`config.mk`:
```
export PLATFORM = sky130hd
export DESIGN_NAME = wtsc_top
export DESIGN_NICKNAME = d
export VERILOG_FILES = /design/src/wtsc_pkg.sv /design/src/wtsc_bin_classify.sv /design/src/wtsc_demod.sv /design/src/wtsc_top.sv
export SDC_FILE = /design/constraint.sdc
export NUM_CORES = 1
export LEC_CHECK = 0
export BUFFER_PORTS_ARGS = -buffer_cell sky130_fd_sc_hd__buf_4
export CAP_MARGIN = 5
export CORE_UTILIZATION = 30
export CTS_BUF_LIST = sky130_fd_sc_hd__clkbuf_8 sky130_fd_sc_hd__clkbuf_16
export DETAILED_ROUTE_END_ITERATION = 8
export GPL_TIMING_DRIVEN = 0
export SYNTH_ARGS = -nofsm -noshare
export SYNTH_HDL_FRONTEND = slang
export SYNTH_SLANG_ARGS = --single-unit
```
`constraint.sdc`:
```
create_clock -name clk_i -period 5.5 [get_ports clk_i]
set_input_delay 0.55 -clock clk_i [delete_from_list [all_inputs] [get_ports clk_i]]
set_output_delay 0.55 -clock clk_i [all_outputs]
set_load 0.005 [all_outputs]
```
`src/wtsc_pkg.sv`:
```
// Constants, encodings and state types for the wireless transmitter status and control block
package wtsc_pkg;

   // Clock and measurement widths
   localparam int CLK_HZ = 25_000_000;
   localparam int ADC_W = 12;
   localparam int BIN_W = 4;
   localparam int NUM_BOUND = 13;

   // Bin boundaries in ADC codes with a 10 uA bias, highest boundary first
   localparam logic [NUM_BOUND*ADC_W-1:0] BIN_BOUNDS = {
      12'hE14, 12'hC39, 12'hA9F, 12'h926, 12'h7EF, 12'h6DE, 12'h5F5,
      12'h528, 12'h477, 12'h3DD, 12'h359, 12'h2E6, 12'h282};

   // Bins with special meaning
   localparam logic [BIN_W-1:0] SCHEME_DARK_BIN = 4'h5;
   localparam logic [BIN_W-1:0] LOSS_OFF_BIN = 4'hD;
   localparam logic [15:0] LOSS_BASE_MW = 16'h00FA;
   localparam logic [15:0] LOSS_STEP_MW = 16'h0032;

   // Coil drive frequency window
   localparam int FREQ_MIN_KHZ = 112;
   localparam int FREQ_MAX_KHZ = 205;
   localparam int PERIOD_MAX_CYC = CLK_HZ / (FREQ_MIN_KHZ * 1000);
   localparam int PERIOD_MIN_CYC = (CLK_HZ + FREQ_MAX_KHZ * 1000 - 1) / (FREQ_MAX_KHZ * 1000);
   localparam logic [7:0] PERIOD_MAX = 8'(PERIOD_MAX_CYC);
   localparam logic [7:0] PERIOD_MIN = 8'(PERIOD_MIN_CYC);
   localparam logic [7:0] HIGH_MIN = 8'h0C;

   // Slow timing, each in its own unit and as cycles
   localparam int SETTLE_MS = 1;
   localparam int SETTLE_CYC = CLK_HZ / 1000 * SETTLE_MS;
   localparam int LIMIT_TICK_MS = 1;
   localparam int LIMIT_TICK_CYC = CLK_HZ / 1000 * LIMIT_TICK_MS;
   localparam int BLINK_HALF_MS = 500;
   localparam int BLINK_HALF_CYC = CLK_HZ / 1000 * BLINK_HALF_MS;
   localparam int BIT_US = 500;
   localparam int BIT_CYC = CLK_HZ / 1_000_000 * BIT_US;

   // Input power limiting thresholds
   localparam logic [ADC_W-1:0] VIN_DROOP_CODE = 12'hA00;
   localparam logic [ADC_W-1:0] IIN_LIMIT_CODE = 12'h1F4;

   // Register byte offsets
   localparam logic [7:0] REG_CTRL = 8'h00;
   localparam logic [7:0] REG_STATUS = 8'h04;
   localparam logic [7:0] REG_DRIVE = 8'h08;
   localparam logic [7:0] REG_LOSS = 8'h0C;
   localparam logic [7:0] REG_DEMOD = 8'h10;
   localparam logic [7:0] REG_PACKET = 8'h14;

   // Reset values
   localparam logic [ADC_W-1:0] DEMOD_THR_RST = 12'h800;
   localparam logic [15:0] LOSS_EST_RST = 16'h0000;

   // Packet headers and end-of-transfer code
   localparam logic [7:0] HDR_CTRL_ERR = 8'h03;
   localparam logic [7:0] HDR_END_POWER = 8'h02;
   localparam logic [7:0] EPT_COMPLETE = 8'h01;

   // Indicator codes
   localparam logic [1:0] IND_OFF = 2'b00;
   localparam logic [1:0] IND_ON = 2'b01;
   localparam logic [1:0] IND_BLINK = 2'b10;

   typedef enum logic [1:0] {
      CFG_MEASURE = 2'b01,
      CFG_DONE = 2'b10
   } wtsc_cfg_e;

   typedef enum logic [3:0] {
      OP_STANDBY = 4'b0001,
      OP_TRANSFER = 4'b0010,
      OP_COMPLETE = 4'b0100,
      OP_FAULT = 4'b1000
   } wtsc_op_e;

   typedef enum logic [2:0] {
      PK_HDR = 3'b001,
      PK_MSG = 3'b010,
      PK_SUM = 3'b100
   } wtsc_pk_e;

endpackage

```
`src/wtsc_bin_classify.sv`:
```
// Classifies a measured option-pin voltage into a resistor bin
`timescale 1ns/100ps
module wtsc_bin_classify (
   // Measured code
   input wire logic [wtsc_pkg::ADC_W-1:0] code_i,
   // Bin number
   output logic [wtsc_pkg::BIN_W-1:0] bin_o
);
   import wtsc_pkg::*;

   logic [NUM_BOUND-1:0] above;

   // One comparator per bin boundary
   genvar g;
   generate
      for (g = 0; g < NUM_BOUND; g++) begin : g_cmp
         assign above[g] = code_i >= BIN_BOUNDS[g*ADC_W +: ADC_W];
      end
   endgenerate

   // Boundaries rise monotonically, so the count of those passed is the bin
   always_comb begin
      bin_o = '0;
      for (int i = 0; i < NUM_BOUND; i++) begin
         bin_o = bin_o + BIN_W'(above[i]);
      end
   end

endmodule

```
`src/wtsc_demod.sv`:
```
// Digital demodulator: coil amplitude samples to received bytes
`timescale 1ns/100ps
module wtsc_demod #(
   parameter int BIT_LEN = wtsc_pkg::BIT_CYC
) (
   // Clock and reset
   input wire logic clk_i,
   input wire logic rst_i,
   // Amplitude samples and slicing level
   input wire logic [wtsc_pkg::ADC_W-1:0] amp_i,
   input wire logic [wtsc_pkg::ADC_W-1:0] thr_i,
   // Received bytes
   output logic [7:0] byte_o,
   output logic byte_valid_o,
   output logic frame_err_o
);
   import wtsc_pkg::*;

   logic level_q, busy_q;
   logic [15:0] tmr_q;
   logic [3:0] idx_q;
   logic [8:0] shift_q;

   // Slice the amplitude; a raised amplitude means the receiver is modulating
   always_ff @(posedge clk_i) begin
      if (rst_i) level_q <= 1'b0;
      else level_q <= amp_i > thr_i;
   end

   // Byte framing: start 1, eight data bits LSB first, odd parity, stop 0
   always_ff @(posedge clk_i) begin
      if (rst_i) begin
         busy_q <= 1'b0;
         tmr_q <= 16'h0000;
         idx_q <= 4'h0;
         shift_q <= 9'h000;
         byte_o <= 8'h00;
         byte_valid_o <= 1'b0;
         frame_err_o <= 1'b0;
      end else begin
         byte_valid_o <= 1'b0;
         frame_err_o <= 1'b0;
         if (!busy_q) begin
            if (level_q) begin
               busy_q <= 1'b1;
               tmr_q <= 16'(BIT_LEN / 2);   // Sample mid-bit for margin against slow edges
               idx_q <= 4'h0;
            end
         end else if (tmr_q != 16'h0000) begin
            tmr_q <= tmr_q - 16'h0001;
         end else begin
            tmr_q <= 16'(BIT_LEN - 1);
            idx_q <= idx_q + 4'h1;
            if (idx_q == 4'h0 && !level_q) begin
               busy_q <= 1'b0;   // Glitch, not a start bit
            end else if (idx_q >= 4'h1 && idx_q <= 4'h9) begin
               shift_q <= {level_q, shift_q[8:1]};
            end else if (idx_q == 4'hA) begin
               busy_q <= 1'b0;
               if (!level_q && ^shift_q) begin
                  byte_o <= shift_q[7:0];
                  byte_valid_o <= 1'b1;
               end else begin
                  frame_err_o <= 1'b1;
               end
            end
         end
      end
   end

endmodule

```
`src/wtsc_top.sv`:
```
// Status indication and power control of a wireless power transmitter
// What this block does
// - Bias option pins at power-up, classify resistors
// - Loss-threshold bin sets object detection limit
// - Scheme bin picks the indicator behaviour
// - Scheme at 75k or above: indicators dark
// - Scheme 1 indicator pattern per state
// - Scheme 3 indicator pattern per state
// - Mode pin selects droop or constant-current limiting
// - Droop mode cuts power on input sag
// - Current mode keeps input below 500 mA
// - Show limiting on indicators per scheme
// - Negative control error still obeyed while limiting
// - Frequency 112-205 kHz, higher means less power
// - Duty 50%, cut only at 205 kHz
// - Receiver-to-transmitter only; requests steer frequency
// - Demodulate packets digitally from coil amplitude
// - Loss above threshold flags fault, stops transfer
//
// The implementer's own choices: register access over Wishbone and the placing of the registers.
`timescale 1ns/100ps
module wtsc_top #(
   parameter int SETTLE_LEN = wtsc_pkg::SETTLE_CYC,
   parameter int LIMIT_TICK_LEN = wtsc_pkg::LIMIT_TICK_CYC,
   parameter int BLINK_HALF_LEN = wtsc_pkg::BLINK_HALF_CYC,
   parameter int BIT_LEN = wtsc_pkg::BIT_CYC
) (
   // Clock and reset
   input wire logic clk_i,
   input wire logic rst_i,
   // Wishbone slave
   input wire logic wb_cyc_i,
   input wire logic wb_stb_i,
   input wire logic wb_we_i,
   input wire logic [7:0] wb_adr_i,
   input wire logic [3:0] wb_sel_i,
   input wire logic [31:0] wb_dat_i,
   output logic [31:0] wb_dat_o,
   output logic wb_ack_o,
   // Option pin measurement
   input wire logic [wtsc_pkg::ADC_W-1:0] indication_scheme_select_i,
   input wire logic [wtsc_pkg::ADC_W-1:0] loss_threshold_select_i,
   output logic bias_en_o,
   // Supply monitoring and limiting mode pin
   input wire logic [wtsc_pkg::ADC_W-1:0] vin_sample_i,
   input wire logic [wtsc_pkg::ADC_W-1:0] iin_sample_i,
   input wire logic limit_mode_pin_i,
   // Coil amplitude for demodulation
   input wire logic [wtsc_pkg::ADC_W-1:0] coil_amp_i,
   // Coil drive and indicators
   output logic coil_drive_o,
   output logic drive_enable_o,
   output logic green_indicator_out_o,
   output logic red_indicator_out_o,
   output logic input_power_limiting_o,
   output logic fault_o
);
   import wtsc_pkg::*;

   wtsc_cfg_e cfg_q;
   wtsc_op_e op_q;
   wtsc_pk_e pk_q;
   logic [23:0] settle_q, tick_q, blink_cnt_q;
   logic [BIN_W-1:0] scheme_bin_q, loss_bin_q, scheme_bin_d, loss_bin_d;
   logic [15:0] loss_threshold_select_q, loss_est_q;
   logic [ADC_W-1:0] demod_thr_q;
   logic tx_enable_q, fault_clear_q, ack_q;
   logic mode_meta_q, mode_q;
   logic limiting_q, limit_tick_q, blink_q;
   logic [7:0] period_q, high_q, phase_q;
   logic [7:0] hdr_q, msg_q, rx_byte;
   logic rx_valid, rx_err, pkt_ok_q;
   logic [7:0] last_hdr_q, last_msg_q;
   logic wb_req, wb_wr;
   logic loss_over, more_power, less_power;
   logic [3:0] ind_codes;

   //////////////////////////////////////////////////////////////////////////
   // Option pins

   wtsc_bin_classify u_scheme_bin (
      .code_i(indication_scheme_select_i),
      .bin_o(scheme_bin_d)
   );

   wtsc_bin_classify u_loss_bin (
      .code_i(loss_threshold_select_i),
      .bin_o(loss_bin_d)
   );

   // Bias both pins, let the voltage settle, then latch both bins once
   always_ff @(posedge clk_i) begin
      if (rst_i) begin
         cfg_q <= CFG_MEASURE;
         settle_q <= 24'h00_0000;
         bias_en_o <= 1'b1;
         scheme_bin_q <= '0;
         loss_bin_q <= '0;
      end else begin
         case (cfg_q)
            CFG_MEASURE: begin
               if (settle_q == 24'(SETTLE_LEN - 1)) begin
                  scheme_bin_q <= scheme_bin_d;
                  loss_bin_q <= loss_bin_d;
                  bias_en_o <= 1'b0;
                  cfg_q <= CFG_DONE;
               end else begin
                  settle_q <= settle_q + 24'h00_0001;
               end
            end
            CFG_DONE: cfg_q <= CFG_DONE;
            default: cfg_q <= CFG_MEASURE;
         endcase
      end
   end

   // Loss threshold in mW from the bin
   always_ff @(posedge clk_i) begin
      if (rst_i) loss_threshold_select_q <= LOSS_BASE_MW;
      else loss_threshold_select_q <= LOSS_BASE_MW + 16'(loss_bin_q * LOSS_STEP_MW);
   end

   // The last bin turns detection off
   assign loss_over = (loss_bin_q != LOSS_OFF_BIN) && (loss_est_q > loss_threshold_select_q);

   //////////////////////////////////////////////////////////////////////////
   // Wishbone slave

   assign wb_req = wb_cyc_i && wb_stb_i && !ack_q;
   assign wb_wr = wb_cyc_i && wb_stb_i && wb_we_i && ack_q;

   // One wait state; writes land at the edge where the master sees ack
   always_ff @(posedge clk_i) begin
      if (rst_i) ack_q <= 1'b0;
      else ack_q <= wb_req;
   end
   assign wb_ack_o = ack_q;

   // Writable registers; unmapped writes are acknowledged and dropped
   always_ff @(posedge clk_i) begin
      if (rst_i) begin
         tx_enable_q <= 1'b0;
         fault_clear_q <= 1'b0;
         loss_est_q <= LOSS_EST_RST;
         demod_thr_q <= DEMOD_THR_RST;
      end else begin
         fault_clear_q <= 1'b0;
         if (wb_wr && wb_adr_i == REG_CTRL && wb_sel_i[0]) begin
            tx_enable_q <= wb_dat_i[0];
            fault_clear_q <= wb_dat_i[1];
         end
         if (wb_wr && wb_adr_i == REG_LOSS) begin
            if (wb_sel_i[0]) loss_est_q[7:0] <= wb_dat_i[7:0];
            if (wb_sel_i[1]) loss_est_q[15:8] <= wb_dat_i[15:8];
         end
         if (wb_wr && wb_adr_i == REG_DEMOD) begin
            if (wb_sel_i[0]) demod_thr_q[7:0] <= wb_dat_i[7:0];
            if (wb_sel_i[1]) demod_thr_q[11:8] <= wb_dat_i[11:8];
         end
      end
   end

   // Read data, registered with the ack; unmapped reads return zero
   always_ff @(posedge clk_i) begin
      if (rst_i) begin
         wb_dat_o <= 32'h0000_0000;
      end else if (wb_req && !wb_we_i) begin
         case (wb_adr_i)
            REG_CTRL: wb_dat_o <= {31'h0000_0000, tx_enable_q};
            REG_STATUS: wb_dat_o <= {17'h0_0000, cfg_q == CFG_DONE, mode_q, limiting_q,
                                     op_q, loss_bin_q, scheme_bin_q};
            REG_DRIVE: wb_dat_o <= {16'h0000, high_q, period_q};
            REG_LOSS: wb_dat_o <= {16'h0000, loss_est_q};
            REG_DEMOD: wb_dat_o <= {20'h0_0000, demod_thr_q};
            REG_PACKET: wb_dat_o <= {16'h0000, last_msg_q, last_hdr_q};
            default: wb_dat_o <= 32'h0000_0000;
         endcase
      end
   end

   //////////////////////////////////////////////////////////////////////////
   // Input power limiting

   // Mode pin is asynchronous: two flops before use
   always_ff @(posedge clk_i) begin
      if (rst_i) begin
         mode_meta_q <= 1'b0;
         mode_q <= 1'b0;
      end else begin
         mode_meta_q <= limit_mode_pin_i;
         mode_q <= mode_meta_q;
      end
   end

   // Low mode pin: droop mode; high: constant-current mode
   always_ff @(posedge clk_i) begin
      if (rst_i) begin
         limiting_q <= 1'b0;
      end else if (!mode_q) begin
         limiting_q <= vin_sample_i < VIN_DROOP_CODE;
      end else begin
         limiting_q <= iin_sample_i >= IIN_LIMIT_CODE;
      end
   end
   assign input_power_limiting_o = limiting_q;

   // Limiting steps slowly so the receiver loop is not fought on every cycle
   always_ff @(posedge clk_i) begin
      if (rst_i) begin
         tick_q <= 24'h00_0000;
         limit_tick_q <= 1'b0;
      end else begin
         limit_tick_q <= tick_q == 24'(LIMIT_TICK_LEN - 1);
         if (tick_q == 24'(LIMIT_TICK_LEN - 1)) tick_q <= 24'h00_0000;
         else tick_q <= tick_q + 24'h00_0001;
      end
   end

   //////////////////////////////////////////////////////////////////////////
   // Packet reception

   wtsc_demod #(
      .BIT_LEN(BIT_LEN)
   ) u_demod (
      .clk_i(clk_i),
      .rst_i(rst_i),
      .amp_i(coil_amp_i),
      .thr_i(demod_thr_q),
      .byte_o(rx_byte),
      .byte_valid_o(rx_valid),
      .frame_err_o(rx_err)
   );

   // Header, message, checksum; preamble ones look like start bits and end in framing errors, which return to the header
   always_ff @(posedge clk_i) begin
      if (rst_i) begin
         pk_q <= PK_HDR;
         hdr_q <= 8'h00;
         msg_q <= 8'h00;
         pkt_ok_q <= 1'b0;
         last_hdr_q <= 8'h00;
         last_msg_q <= 8'h00;
      end else begin
         pkt_ok_q <= 1'b0;
         if (rx_err) begin
            pk_q <= PK_HDR;
         end else if (rx_valid) begin
            case (pk_q)
               PK_HDR: begin
                  hdr_q <= rx_byte;
                  pk_q <= PK_MSG;
               end
               PK_MSG: begin
                  msg_q <= rx_byte;
                  pk_q <= PK_SUM;
               end
               PK_SUM: begin
                  pk_q <= PK_HDR;
                  if (rx_byte == (hdr_q ^ msg_q)) begin
                     pkt_ok_q <= 1'b1;
                     last_hdr_q <= hdr_q;
                     last_msg_q <= msg_q;
                  end
               end
               default: pk_q <= PK_HDR;
            endcase
         end
      end
   end

   //////////////////////////////////////////////////////////////////////////
   // Operating state

   // Fault set wins over a clear in the same cycle
   always_ff @(posedge clk_i) begin
      if (rst_i) begin
         op_q <= OP_STANDBY;
      end else begin
         case (op_q)
            OP_STANDBY: begin
               if (tx_enable_q && pkt_ok_q && cfg_q == CFG_DONE) op_q <= OP_TRANSFER;
            end
            OP_TRANSFER: begin
               if (loss_over) begin
                  op_q <= OP_FAULT;
               end else if (!tx_enable_q) begin
                  op_q <= OP_STANDBY;
               end else if (pkt_ok_q && hdr_q == HDR_END_POWER) begin
                  op_q <= (msg_q == EPT_COMPLETE) ? OP_COMPLETE : OP_STANDBY;
               end
            end
            OP_COMPLETE: begin
               if (!tx_enable_q) op_q <= OP_STANDBY;
            end
            OP_FAULT: begin
               if (fault_clear_q && !loss_over) op_q <= OP_STANDBY;
            end
            default: op_q <= OP_STANDBY;
         endcase
      end
   end

   //////////////////////////////////////////////////////////////////////////
   // Coil drive

   // Requests only come from the receiver; limiting forces power down
   assign more_power = pkt_ok_q && hdr_q == HDR_CTRL_ERR && !msg_q[7] && msg_q != 8'h00
                       && !limiting_q;
   assign less_power = (pkt_ok_q && hdr_q == HDR_CTRL_ERR && msg_q[7])
                       || (limiting_q && limit_tick_q);

   // Frequency moves first; duty is shaved only when pinned at the top
   always_ff @(posedge clk_i) begin
      if (rst_i || op_q != OP_TRANSFER) begin
         period_q <= PERIOD_MAX;
         high_q <= PERIOD_MAX >> 1;
      end else if (less_power) begin
         if (period_q > PERIOD_MIN) begin
            period_q <= period_q - 8'h01;
            high_q <= (period_q - 8'h01) >> 1;
         end else if (high_q > HIGH_MIN) begin
            high_q <= high_q - 8'h01;
         end
      end else if (more_power) begin
         if (high_q < (period_q >> 1)) begin
            high_q <= high_q + 8'h01;
         end else if (period_q < PERIOD_MAX) begin
            period_q <= period_q + 8'h01;
            high_q <= (period_q + 8'h01) >> 1;
         end
      end
   end

   // Drive waveform; pings in standby, silent in fault and complete
   always_ff @(posedge clk_i) begin
      if (rst_i) begin
         phase_q <= 8'h00;
         coil_drive_o <= 1'b0;
         drive_enable_o <= 1'b0;
      end else begin
         drive_enable_o <= tx_enable_q && (op_q == OP_STANDBY || op_q == OP_TRANSFER);
         phase_q <= (phase_q >= period_q - 8'h01) ? 8'h00 : phase_q + 8'h01;
         coil_drive_o <= drive_enable_o && phase_q < high_q;
      end
   end

   //////////////////////////////////////////////////////////////////////////
   // Indicators

   // Slow blink divider
   always_ff @(posedge clk_i) begin
      if (rst_i) begin
         blink_cnt_q <= 24'h00_0000;
         blink_q <= 1'b0;
      end else if (blink_cnt_q == 24'(BLINK_HALF_LEN - 1)) begin
         blink_cnt_q <= 24'h00_0000;
         blink_q <= !blink_q;
      end else begin
         blink_cnt_q <= blink_cnt_q + 24'h00_0001;
      end
   end

   // Indicator codes {green, red} per scheme, state and limiting
   function automatic logic [3:0] ind_table(input logic [BIN_W-1:0] bin,
                                            input wtsc_op_e op, input logic lim);
      ind_table = {IND_OFF, IND_OFF};
      case (bin)
         4'h1: begin
            if (lim) ind_table = {IND_BLINK, IND_BLINK};
            else if (op == OP_TRANSFER) ind_table = {IND_BLINK, IND_OFF};
            else if (op == OP_COMPLETE) ind_table = {IND_ON, IND_OFF};
            else if (op == OP_FAULT) ind_table = {IND_OFF, IND_ON};
         end
         4'h2: begin
            if (lim) ind_table = {IND_BLINK, IND_BLINK};
            else if (op == OP_STANDBY) ind_table = {IND_ON, IND_ON};
            else if (op == OP_TRANSFER) ind_table = {IND_BLINK, IND_OFF};
            else if (op == OP_COMPLETE) ind_table = {IND_ON, IND_OFF};
            else ind_table = {IND_OFF, IND_ON};
         end
         4'h3: begin
            if (lim) ind_table = {IND_OFF, IND_ON};
            else if (op == OP_TRANSFER) ind_table = {IND_OFF, IND_ON};
            else if (op == OP_COMPLETE) ind_table = {IND_ON, IND_OFF};
            else if (op == OP_FAULT) ind_table = {IND_OFF, IND_BLINK};
         end
         4'h4: begin
            if (lim) ind_table = {IND_OFF, IND_BLINK};
            else if (op == OP_TRANSFER) ind_table = {IND_ON, IND_OFF};
            else if (op == OP_FAULT) ind_table = {IND_OFF, IND_ON};
         end
         default: ind_table = {IND_OFF, IND_OFF};
      endcase
   endfunction

   // Limiting shows only while power is actually being transferred
   assign ind_codes = ind_table(scheme_bin_q, op_q,
                                limiting_q && op_q == OP_TRANSFER);

   // Dark until configuration is latched
   always_ff @(posedge clk_i) begin
      if (rst_i || cfg_q != CFG_DONE) begin
         green_indicator_out_o <= 1'b0;
         red_indicator_out_o <= 1'b0;
      end else begin
         green_indicator_out_o <= ind_codes[2] | (ind_codes[3] & blink_q);
         red_indicator_out_o <= ind_codes[0] | (ind_codes[1] & blink_q);
      end
   end

   // Fault flag mirrors the state
   always_ff @(posedge clk_i) begin
      if (rst_i) fault_o <= 1'b0;
      else fault_o <= op_q == OP_FAULT;
   end

endmodule

```
### Word level (Yosys, flattened, before mapping)

Cells that the tools add are included.

| storage, ports and cells | value |
|---|---|
| flip-flop bits (word level) | 277 |
| bits of input ports | 110 |
| output and inout port bits | 40 |
| word-level logic and storage cells | 293 |

| cells by class | value |
|---|---|
| $add $sub $neg | 35 |
| multipliers | 1 |
| magnitude comparators | 38 |
| eq/ne operators | 38 |
| muxes and demuxes | 54 |
| bitwise logic cells | 15 |
| reduce and logical (&&, ||, !) cells | 68 |

Operators with widths:

| operator | number |
|---|---|
| $ge A12 B11 Y1 const B | 10 |
| $ge A12 B10 Y1 const B | 8 |
| $ge A12 B12 Y1 const B | 8 |
| $pmux W16 S6 | 1 |
| $add A4 B1 Y4 | 22 |
| $mux W8 | 11 |
| $add A24 B1 Y24 const B | 3 |
| $mux W4 | 16 |
| $eq A24 B15 Y1 const B | 2 |
| $mux W16 | 3 |
| $pmux W4 S4 | 2 |
| $logic_and A1 B1 Y1 | 26 |
| $add A8 B1 Y8 const B | 3 |
| $eq A24 B24 Y1 const B | 1 |
| $mux W3 | 6 |
| $eq A8 B2 Y1 const B | 2 |
| $eq A8 B4 Y1 const B | 2 |
| $eq A8 B5 Y1 const B | 2 |
| $gt A16 B16 Y1 | 1 |
| $reduce_and A4 Y1 | 4 |
| $reduce_bool A16 Y1 | 1 |
| $sub A16 B1 Y16 const B | 1 |
| $sub A8 B1 Y8 const B | 2 |
| $ne A2 B2 Y1 const B | 7 |
| 53 further kinds | 105 |

### Logic depth before layout (Yosys ltp)

Gate-level depths: netlist of the first run.

| depth | value |
|---|---|
| depth in word-level cells | 13 |
| depth in mapped cells | 18 |
| gate-level depth less buffers | 18 |

### Cells and area by module

Synthesis of the first run repeated with hierarchy kept, for this count alone.

| second synthesis, totals | value |
|---|---|
| cell total of the unflattened synthesis | 1781 |
| area, all modules | 14925.6 sq um |

By module, submodules not included:

| module | instances | cells an instance | area an instance (sq um) | seq. area each (sq um) |
|---|---|---|---|---|
| wtsc_top | 1 | 1320 | 11230.8 | 4284.1 |
| wtsc_demod | 1 | 275 | 2361.0 | 820.8 |
| wtsc_bin_classify | 2 | 93 | 666.9 | 0.0 |

### Worst setup path before layout of the first run

No wires, ideal clock.

| path | value |
|---|---|
| path kind | in2reg |
| start | in indication_scheme_select_i[4] (netlist bit) |
| end | reg scheme_bin_q[2] |
| library setup time | 0.128 ns |
| data arrival time | 4.532 ns |
| data required time | 5.372 ns |
| slack | 0.840 ns |
| stages | 18 |
| path buffers | 1 |
| cell sequence | clkbuf_1 > nor4_1 > nand2_1 > a21oi_1 > o21ai_0 > ha_1 > fa_1 > fa_1 > fa_1 > inv_1 > fa_1 > inv_1 > ha_1 > inv_1 > fa_1 > xnor2_1 > mux2i_1 > nor2_1 |

| between the ends | value |
|---|---|
| word-level cells in the longest chain between the ends | 13 |
| elaborated cells between the ends (all ways) | 25 |
| those cells by class | add/sub: 12; order compare: 13 |

Ends and longest elaborated chain:

| element | RTL line | text |
|---|---|---|
| start: declaration | wtsc_top.sv:41 | `input wire logic [wtsc_pkg::ADC_W-1:0] indication_scheme_select_i,` |
| $ge A12 B10 Y1 | wtsc_bin_classify.sv:17 | `assign above[g] = code_i >= BIN_BOUNDS[g*ADC_W +: ADC_W];` |
| $add A1 B1 Y2 | wtsc_bin_classify.sv:25 | `bin_o = bin_o + BIN_W'(above[i]);` |
| $add A4 B1 Y4 (10 in a row) | wtsc_bin_classify.sv:25 |  |
| $add A4 B1 Y4 * | wtsc_bin_classify.sv:25 |  |
| end signal: assignment | wtsc_top.sv:103 | `scheme_bin_q <= scheme_bin_d;` |
| end: declaration | wtsc_top.sv:64 | `logic [BIN_W-1:0] scheme_bin_q, loss_bin_q, scheme_bin_d, loss_bin_d;` |

Mark *: on every way between the ends. The rest lies on a longest branch, timed or not.
A chain may end at the register's enable or synchronous reset.

### Worst setup path after layout of the first run

| path | value |
|---|---|
| start | in loss_threshold_select_i[4] (netlist bit) |
| end | reg loss_bin_q[2] |

| between the ends | value |
|---|---|
| word-level cells in the longest chain between the ends | 13 |
| elaborated cells between the ends (all ways) | 25 |
| those cells by class | add/sub: 12; order compare: 13 |

Ends and longest elaborated chain:

| element | RTL line | text |
|---|---|---|
| start: declaration | wtsc_top.sv:42 | `input wire logic [wtsc_pkg::ADC_W-1:0] loss_threshold_select_i,` |
| $ge A12 B10 Y1 | wtsc_bin_classify.sv:17 |  |
| $add A1 B1 Y2 | wtsc_bin_classify.sv:25 |  |
| $add A4 B1 Y4 (10 in a row) | wtsc_bin_classify.sv:25 |  |
| $add A4 B1 Y4 * | wtsc_bin_classify.sv:25 |  |
| end signal: assignment | wtsc_top.sv:104 | `loss_bin_q <= loss_bin_d;` |
| end: declaration | wtsc_top.sv:64 |  |

Marked as above.

==> flow_metrics.py, run 1 <==
metrics = {
    "setup_path": {
        "max_stage_delay_ps": 540,
        "crit_family": "adder cells",
        "path_buf_inv": 3,
        "critPathMaxFanout": 9,
        "crit_type": "in -> reg",
        "worstSetupEndpointType": "register",
        "worst_ep_arrival_time_ps": 4900,
        "path_common_cell": "fa_1",
        "worstSetupStartpointType": "input pin",
        "crit_chain": "clkbuf_1 > nor4_1 > a21boi_0 > o21ai_0 > nand2_1 > ha_1 > inv_1 > fa_1 > fa_1 > fa_1 > fa_1 > inv_1 > ha_1 > fa_1 > xnor2_1 > a211oi_1",
        "crit_slowest_cell": "fa_1",
        "critical_path_required_ps": 5890,
    },
    "route": {
        "dr_wl_met3_um": 2670,
        "top_layer": "met4",
        "m1WireLength_um": 19000,
        "wl_met2_um": 18500,
        "drtAntennaViolNets": 0,
        "drcViolationCount": 0,
        "via_per_inst": 5.12,
        "drt-total-wl_um": 41000,
        "via_count": 13000,
        "routedWlPerCell_um": 16.2,
        "drt_iter0_drc": 812,
        "first_pass_iters": 5,
    },
    "power_and_ir_drop": {
        "total_power_mw": 4.56,
        "power_density_nw_per_um2": 268,
        "p_leak_nw": 6.91,
        "peakVddDrop_v": 0.000177,
    },
    "outcome": {
        "status": "finished, final reports clean",
    },
    "final_layout": {
        "drive_above_1_share_pct": 8.76,
        "syn_to_final_growth_pct": 16.3,
        "layout_commonest_cell": "nor2_1",
        "multiInputGateArea_um2": 8800,
        "regArea_um2": 5100,
        "post-route-util_pct": 35.5,
        "n_fill_cell": 4894,
        "mostFrequentLayoutCells": "nor2_1 (279), dfxtp_1 (255), nand2_1 (139)",
        "diodes": 0,
        "final_nets": 2111,
    },
    "die": {
        "fp.dieH_um": 223,
        "initial_core_util_pct": 30.5,
        "core_area_um2": 47900,
        "dieArea_um2": 49700,
        "io_pins": 150,
        "rows": 80,
        "fp.dieW_um": 223,
    },
    "yosys": {
        "synthCells": 1764,
        "synth_area_leaders": "dfxtp_1 (35%), ha_1 (7.4%), nor2_1 (7.2%), mux2i_1 (6.4%), xor2_1 (4.0%)",
        "synth-main-ff-cell": "dfxtp_1",
        "synth_top_area_share_pct": 34.9,
        "synth_sequential_area_ratio_pct": 34.9,
        "syn_avg_cell_area_um2": 8.29,
        "synth_enable_flop_cells": 0,
        "yosys_warnings": 0,
        "ys_seq_elements": 255,
        "netlist.top_cell.by_area": "dfxtp_1",
        "yosysUniqueCellTypes": 79,
        "syn_area_um2": 14600,
        "async_reset_ff_share_pct": 0,
    },
    "clock_tree": {
        "clockBufferDepth": 3,
        "cts_num_sinks": 255,
        "cts_root_buffer": "clkbuf_16",
        "cts_hold_buf": 0,
        "clk_latency_ps": 560,
        "post-cts-setup-buffers": 0,
        "path_clk_slew_ps": 60,
        "cts.repair.resized": 0,
        "cts_max_level": 1,
        "cts_buffers": 29,
        "cts_tree": "done",
    },
    "sta": {
        "drv_slew": 0,
        "hold_ws_ps": 241,
        "worstMarginPinSlew_ps": 978,
        "rsz0062_at_grt": "no",
        "timing.slew.headroom_pct": 33.9,
        "finalSetupViolations": 0,
        "fin_setup_tns_ps": 0,
        "finalHoldViolCount": 0,
        "fin_crit_ps": 4500,
        "finalCritPeriodShare_pct": 81.9,
        "fin_skew_ps": 13.2,
        "setup_ws_ps": 996,
        "fmax_mhz": 222,
    },
    "placement": {
        "dpl_worst_slack_ps": 456,
        "place.gp.congestion": 0.889,
        "place.port_buffers": 89,
        "dp_hpwl_um": 31400,
    },
    "worst_hold_path": {
        "hp-class": "in -> reg",
    },
    "global_routing": {
        "grt_pass1_wl_um": 64900,
        "grt_usage_pct": 16.1,
        "grt_pass1_vias": 12200,
        "grt_start_max_net_pins": 15,
        "antenna_found_initial": 0,
        "grt-ovfl-total": 0,
    },
    "flow_run": {
        "cap_violations": 0,
    },
}
layer usage:
layer	global-route usage, %	vias up
met2	26.3	389
li1	-	6390
met1	22.1	6113
met4	4.36	0
met5	0	-
met3	2.29	60
layout make-up:
cell class,count,area share (%)
multi-input combinational,1336,51.7
inverter,88,1.94
sequential,255,30.0
clock inverter,15,0.595
timing repair buffer,89,3.93
tap,615,4.52
clock buffer,34,4.67
buffer,100,2.63
per-stage QoR:
step                      cell area [µm²]  cells
after CTS                           17000   2532
after floorplan                     14700   1779
final                               17000   2532
after global routing                17000   2532
after global placement              16100   2483
after detailed placement            16100   2483
cell families (layout without fill, tap and decap cells):
kind of cell             after synthesis  count (layout)  synth area share [%]
AND/OR/NAND/NOR                      705             705                  22.9
AO/OA/AOI/OAI                        286             286                  12.8
flip-flops                           255             255                  34.9
buffers and inverters                188             326                  5.32
XOR/XNOR                             133             133                  8.06
adder cells (fa/ha/maj)              102             102                  9.49
multiplexers                          94              94                  6.52
other                                  1              16                0.0256
cell usage after synthesis (all sizes together), types with 21 or more instances:
cell and instances:
xnor2 65, buf 25, nand2 139, inv 86, xor2 67, nand3 68
nand4 40, ha 87, and3 21, clkbuf 75, o21ai 62, dfxtp 255
mux2i 93, nor2 280, nor3 38, a21oi 79
path summary, 6_finish.rpt:
| path | slack [ps] | depth (start not counted) | to | startpoint |
|---|---|---|---|---|
| setup / recovery | 1000 | 16 | loss_bin_q[2]$_SDFFE_PP0P_ | loss_threshold_select_i[4] |
| setup reg to reg | 2230 | 11 | high_q[0]$_SDFFE_PP1P_ | period_q[5]$_SDFFE_PP0P_ |
| hold / removal | 240 | 2 | mode_meta_q$_SDFF_PP0_ | limit_mode_pin_i |
| hold reg to reg | 440 | 1 | mode_q$_SDFF_PP0_ | mode_meta_q$_SDFF_PP0_ |
where the power goes:
| group | internal, mW | total (mW) | switching, mW |
|---|---|---|---|
| Sequential | 1.90 | 1.96 | 0.0625 |
| Clock | 1.06 | 1.83 | 0.769 |
| Combinational | 0.327 | 0.765 | 0.439 |
| Total | 3.29 | 4.56 | 1.27 |
registers in the layout, summed over array words and instances, names as in the netlist, 8 cells and up:
signal and flops:
blink_cnt_q 24, settle_q 24, tick_q 24, loss_est_q 16, u_demod.tmr_q 16, wb_dat_o 16, demod_thr_q 12, loss_threshold_select_q 10
u_demod.shift_q 9, hdr_q 8, high_q 8, last_hdr_q 8, last_msg_q 8, msg_q 8, period_q 8, phase_q 8
u_demod.byte_o 8
(Power assumes the default switching activity.)
==> run 2, diff against run 1 <==
==> constraint.sdc (replaced) <==
create_clock -name clk_i -period 4.42 [get_ports clk_i]
set_input_delay 0.442 -clock clk_i [delete_from_list [all_inputs] [get_ports clk_i]]
set_output_delay 0.442 -clock clk_i [all_outputs]
set_load 0.005 [all_outputs]
==> flow_metrics.py, run 2 (synthesis gave the netlist of run 1 again) <==
metrics = {
    "outcome": {
        "status": "finished, final reports clean",
    },
    "setup_path": {
        "worst_ep_arrival_time_ps": 4590,
        "rr_worst_depth": 11,
        "worstSetupEndpointType": "register",
        "r2r_slack_ps": 1300,
        "rr_startpoint": "period_q[7]$_SDFFE_PP1P_",
        "worstSetupStartpointType": "input pin",
        "reg2reg_to": "high_q[5]$_SDFFE_PP1P_",
        "critical_path_required_ps": 4880,
        "crit_type": "in -> reg",
        "critPathMaxFanout": 9,
    },
    "placement": {
        "dp_cells": 2483,
        "place.gp.congestion": 0.889,
        "dp_hpwl_um": 31300,
        "place.port_buffers": 89,
    },
    "power_and_ir_drop": {
        "seq_power_share_pct": 40.1,
        "p_leak_nw": 6.97,
        "p_int_mw": 4.44,
        "peakVddDrop_v": 0.000254,
        "combPwrFrac_pct": 16.4,
        "power_density_nw_per_um2": 354,
        "p_sw_mw": 1.65,
        "switching_share_pct": 27.1,
        "power_frac_clock_pct": 43.5,
        "total_power_mw": 6.09,
    },
    "sta": {
        "finalSetupViolations": 0,
        "finalCritPeriodShare_pct": 93.3,
        "fin_skew_ps": 10.7,
        "timing.slew.headroom_pct": 26.6,
        "fin_crit_ps": 4120,
        "finalHoldViolCount": 0,
        "fmax_mhz": 242,
        "rsz0062_at_grt": "no",
        "worstMarginPinSlew_ps": 1090,
        "drv_slew": 0,
    },
    "final_layout": {
        "multiInputGateArea_um2": 8810,
        "final_nets": 2111,
        "drive_above_1_share_pct": 9.42,
        "regArea_um2": 5100,
        "mostFrequentLayoutCells": "nor2_1 (279), dfxtp_1 (255), nand2_1 (139)",
        "final_cells": 2537,
        "n_fill_cell": 4890,
        "top_regs": "blink_cnt_q (24), settle_q (24), tick_q (24)",
        "syn_to_final_growth_pct": 17.6,
        "layout_commonest_cell": "nor2_1",
    },
    "route": {
        "drcViolationCount": 0,
        "routedWlPerCell_um": 16.1,
        "drt_iter0_drc": 900,
        "first_pass_iters": 5,
        "via_count": 12900,
        "drtAntennaViolNets": 0,
        "drt-total-wl_um": 40700,
        "via_per_inst": 5.08,
    },
    "clock_tree": {
        "cts_root_buffer": "clkbuf_16",
        "clk_latency_ps": 560,
        "cts_max_level": 1,
        "cts_tree": "done",
        "clockBufferDepth": 3,
        "path_clk_slew_ps": 60,
        "cts_hold_buf": 0,
        "cts_num_sinks": 255,
        "cts_buffers": 29,
    },
    "worst_hold_path": {
        "hp-class": "in -> reg",
        "holdPathStages": 2,
        "worstHoldStart": "limit_mode_pin_i",
        "holdPathEnd": "mode_meta_q$_SDFF_PP0_",
    },
    "die": {
        "initial_core_util_pct": 30.5,
        "io_pins": 150,
        "fp.dieH_um": 223,
        "fp.dieW_um": 223,
        "dieArea_um2": 49700,
        "core_area_um2": 47900,
        "rows": 80,
    },
    "global_routing": {
        "antenna_found_initial": 0,
        "grt_pass1_wl_um": 64700,
        "grt-ovfl-total": 0,
        "grt_start_max_net_pins": 14,
        "grt_pass1_vias": 12200,
        "grt_usage_pct": 16.1,
    },
    "flow_run": {
        "cap_violations": 0,
    },
}
[run 2: layer usage]
| layer | up-vias | share of wire, % | wire, µm | global-route usage [%] |
|---|---|---|---|---|
| li1 | 6393 | - | - | - |
| met1 | 6053 | 46 | 18900 | 21.7 |
| met2 | 375 | 46 | 18600 | 26.5 |
| met3 | 73 | 5.7 | 2340 | 2.13 |
| met4 | 0 | 2.2 | 910 | 4.78 |
| met5 | - | 0 | 0 | 0 |
[run 2: worst max path at each step]
stage                                        startpoint  slack, ps                            to  depth (start not counted)
final                        loss_threshold_select_i[1]        300    loss_bin_q[2]$_SDFFE_PP0P_                         16
after global routing         loss_threshold_select_i[3]          4    loss_bin_q[2]$_SDFFE_PP0P_                         16
after CTS                    loss_threshold_select_i[1]        200    loss_bin_q[2]$_SDFFE_PP0P_                         16
after detailed placement     loss_threshold_select_i[1]       -390    loss_bin_q[2]$_SDFFE_PP0P_                         16
after global placement       loss_threshold_select_i[8]       -330    loss_bin_q[2]$_SDFFE_PP0P_                         14
after floorplan           indication_scheme_select_i[3]        -20  scheme_bin_q[2]$_SDFFE_PP0P_                         17
[run 2: stage by stage]
stage	hold WS, ps	worst slack, ps	TNS [ps]	cell area (µm²)	utilization, %
2_1_floorplan	414	-24.3	-24.3	14700	-
3_3_place_gp	423	-331	-1470	16100	33.6
3_5_place_dp	435	-389	-1700	16100	33.6
4_1_cts	97.2	202	0	17200	35.9
5_1_grt	134	4.20	0	17200	35.9
6_report	112	295	0	17200	35.9
[run 2: critical path, stage by stage]
cell      delay [ps]
clkbuf_1         180
a211oi_1         320
nor2_1            70
o21ai_0          150
nand2_1           80
ha_1             270
inv_1             50
fa_1             550
fa_1             440
fa_1             490
fa_1             540
inv_1             40
ha_1             210
fa_2             360
xnor2_2          170
a211oi_1         230
[run 2: final cells by class]
| class | count | area share [%] |
|---|---|---|
| clock inverters | 18 | 1.50 |
| repair buffers | 89 | 3.88 |
| inverters | 88 | 1.92 |
| clock buffers | 35 | 4.70 |
| multi-input cells | 1336 | 51.2 |
| well taps | 615 | 4.47 |
| flip-flops and latches | 255 | 29.7 |
| diodes | 1 | 0.0145 |
| plain buffers | 100 | 2.64 |
[run 2: timing repair]
item	in CTS	in global routing
endpoints found under the setup margin	0	1
gates resized for setup	0	1
setup buffers	0	0
[run 2: power by group through the flow]
| stage | clock network [mW] | logic, mW | registers (mW) |
|---|---|---|---|
| after detailed placement | 0 | 0.988 | 2.49 |
| after global placement | 0 | 0.962 | 2.48 |
| after CTS | 2.70 | 0.995 | 2.44 |
| after global routing | 2.80 | 1.14 | 2.45 |
| after floorplan | 0 | 0.675 | 2.47 |
| final | 2.65 | 0.999 | 2.44 |
==> run 3, diff against run 2 <==
--- a/config.mk
+++ b/config.mk
@@ -7,10 +7,13 @@
 export LEC_CHECK = 0
 export BUFFER_PORTS_ARGS = -buffer_cell sky130_fd_sc_hd__buf_4
 export CAP_MARGIN = 5
+export CELL_PAD_IN_SITES_DETAIL_PLACEMENT = 1
+export CELL_PAD_IN_SITES_GLOBAL_PLACEMENT = 1
 export CORE_UTILIZATION = 30
 export CTS_BUF_LIST = sky130_fd_sc_hd__clkbuf_8 sky130_fd_sc_hd__clkbuf_16
 export DETAILED_ROUTE_END_ITERATION = 8
 export GPL_TIMING_DRIVEN = 0
+export PLACE_DENSITY_LB_ADDON = 0.1
 export SYNTH_ARGS = -nofsm -noshare
 export SYNTH_HDL_FRONTEND = slang
 export SYNTH_SLANG_ARGS = --single-unit
==> flow_metrics.py, run 3 (synthesis gave the netlist of run 1 again) <==
metrics = {
    "final_layout": {
        "top_regs": "blink_cnt_q (24), settle_q (24), tick_q (24)",
        "final_nets": 2117,
        "syn_to_final_growth_pct": 17.7,
        "layout_commonest_cell": "nor2_1",
        "multiInputGateArea_um2": 8810,
        "regArea_um2": 5100,
        "fin_area_um2": 17200,
        "mostFrequentLayoutCells": "nor2_1 (279), dfxtp_1 (255), nand2_1 (139)",
        "n_fill_cell": 5696,
        "drive_above_1_share_pct": 9.43,
    },
    "sta": {
        "rsz0062_at_grt": "no",
        "finalCritPeriodShare_pct": 94.9,
        "fmax_mhz": 238,
        "fin_crit_ps": 4200,
        "finalHoldViolCount": 0,
        "hold_ws_ps": 146,
        "timing.slew.headroom_pct": 16.1,
        "fin_skew_ps": 19.3,
        "worstMarginPinSlew_ps": 1240,
        "finalSetupViolations": 0,
        "drv_slew": 0,
    },
    "clock_tree": {
        "cts_num_sinks": 255,
        "cts_tree": "done",
        "cts_max_level": 2,
        "path_clk_slew_ps": 50,
        "clk_latency_ps": 540,
        "clockBufferDepth": 3,
        "cts_buffers": 35,
        "cts_root_buffer": "clkbuf_16",
        "cts_hold_buf": 0,
        "post-cts-setup-buffers": 0,
    },
    "die": {
        "core_area_um2": 47900,
        "fp.dieW_um": 223,
        "rows": 80,
        "initial_core_util_pct": 30.5,
        "dieArea_um2": 49700,
        "io_pins": 150,
        "fp.dieH_um": 223,
    },
    "power_and_ir_drop": {
        "peakVddDrop_v": 0.000189,
        "p_leak_nw": 7.02,
        "power_density_nw_per_um2": 356,
    },
    "route": {
        "routedWlPerCell_um": 18.7,
        "drcViolationCount": 0,
        "via_per_inst": 5.08,
        "via_count": 12900,
        "drt-total-wl_um": 47500,
        "first_pass_iters": 5,
        "drtAntennaViolNets": 0,
        "drt_iter0_drc": 539,
    },
    "setup_path": {
        "worstSetupEndpointType": "register",
        "crit_type": "in -> reg",
        "worstSetupStartpointType": "input pin",
        "worst_ep_arrival_time_ps": 4590,
        "critical_path_required_ps": 4820,
        "critPathMaxFanout": 9,
    },
    "global_routing": {
        "antenna_found_initial": 0,
        "grt_usage_pct": 19.3,
        "grt_pass1_vias": 13400,
        "grt-ovfl-total": 0,
        "grt_start_max_net_pins": 12,
        "grt_pass1_wl_um": 75500,
    },
    "placement": {
        "dp_hpwl_um": 36800,
        "place.gp.congestion": 0.831,
        "place.port_buffers": 89,
        "placed_area_um2": 16100,
    },
    "flow_run": {
        "cap_violations": 0,
    },
    "worst_hold_path": {
        "hp-class": "in -> reg",
    },
    "outcome": {
        "status": "finished, final reports clean",
    },
}
==> run 3: cell count changes in the layout (fill, tap and decap cells not counted), sizes merged <==
cell / before / now
clkinvlp: 4 / 2
inv: 89 / 98
clkbuf: 110 / 116
bufinv: 6 / 1
==> run 3: where the power goes <==
group / switching [mW] / internal, mW
logic: 0.562 / 0.422
registers: 0.0795 / 2.36
clock network: 1.10 / 1.60
total: 1.74 / 4.38
==> run 3: path summary, 6_finish.rpt <==
kind                                  from                      endpoint  slack (ps)  cells past startpoint
min                           wb_dat_i[12]   loss_est_q[12]$_SDFFE_PP0P_         150                      3
max          indication_scheme_select_i[4]  scheme_bin_q[2]$_SDFFE_PP0P_         220                     17
max reg2reg       period_q[7]$_SDFFE_PP1P_        high_q[5]$_SDFFE_PP1P_        1300                     11
min reg2reg         mode_meta_q$_SDFF_PP0_             mode_q$_SDFF_PP0_         440                      1
==> run 3: per-stage QoR <==
step,TNS (ps),utilization [%],setup slack [ps],std cells,total power [mW]
after floorplan,-24.3,-,-24.3,1779,3.14
after global placement,-1610,33.6,-349,2483,3.46
after detailed placement,-1860,33.6,-402,2483,3.48
after CTS,0,35.9,189,2544,6.24
after global routing,0,35.9,2.44,2544,6.47
final,0,35.9,224,2545,6.13
==> run 3: per-layer routing <==
| metal | track usage (%) | vias up | wire (µm) |
|---|---|---|---|
| met5 | 0 | - | 0 |
| met4 | 5.29 | 0 | 1000 |
| met3 | 2.99 | 67 | 1500 |
| met2 | 32.0 | 193 | 22100 |
| met1 | 25.8 | 6243 | 22900 |
| li1 | - | 6416 | - |
==> run 3: cell type report <==
class                   count  area share (%)
multi-input cells        1336            51.2
flip-flops and latches    255            29.6
clock buffers              41            5.56
well taps                 615            4.47
repair buffers             89            3.88
plain buffers             100            2.64
inverters                  88            1.92
clock inverters            20           0.726
diodes                      1          0.0145
==> run 3: timing repair <==
action,in CTS,in global routing
resized for setup,0,1
setup endpoints to repair,0,1
endpoints found under the hold margin,0,0
==> run 3: worst max-delay path, stage by stage <==
cell and delay (ps):
clkbuf_1 200, a211o_1 310, a21oi_1 170, o21ai_0 100, ha_1 330, fa_1 560, fa_1 440, fa_1 540
inv_1 50, fa_1 470, inv_1 70, ha_1 160, inv_1 50, fa_1 370, xnor2_1 150, mux2i_1 140
nor2_1 50
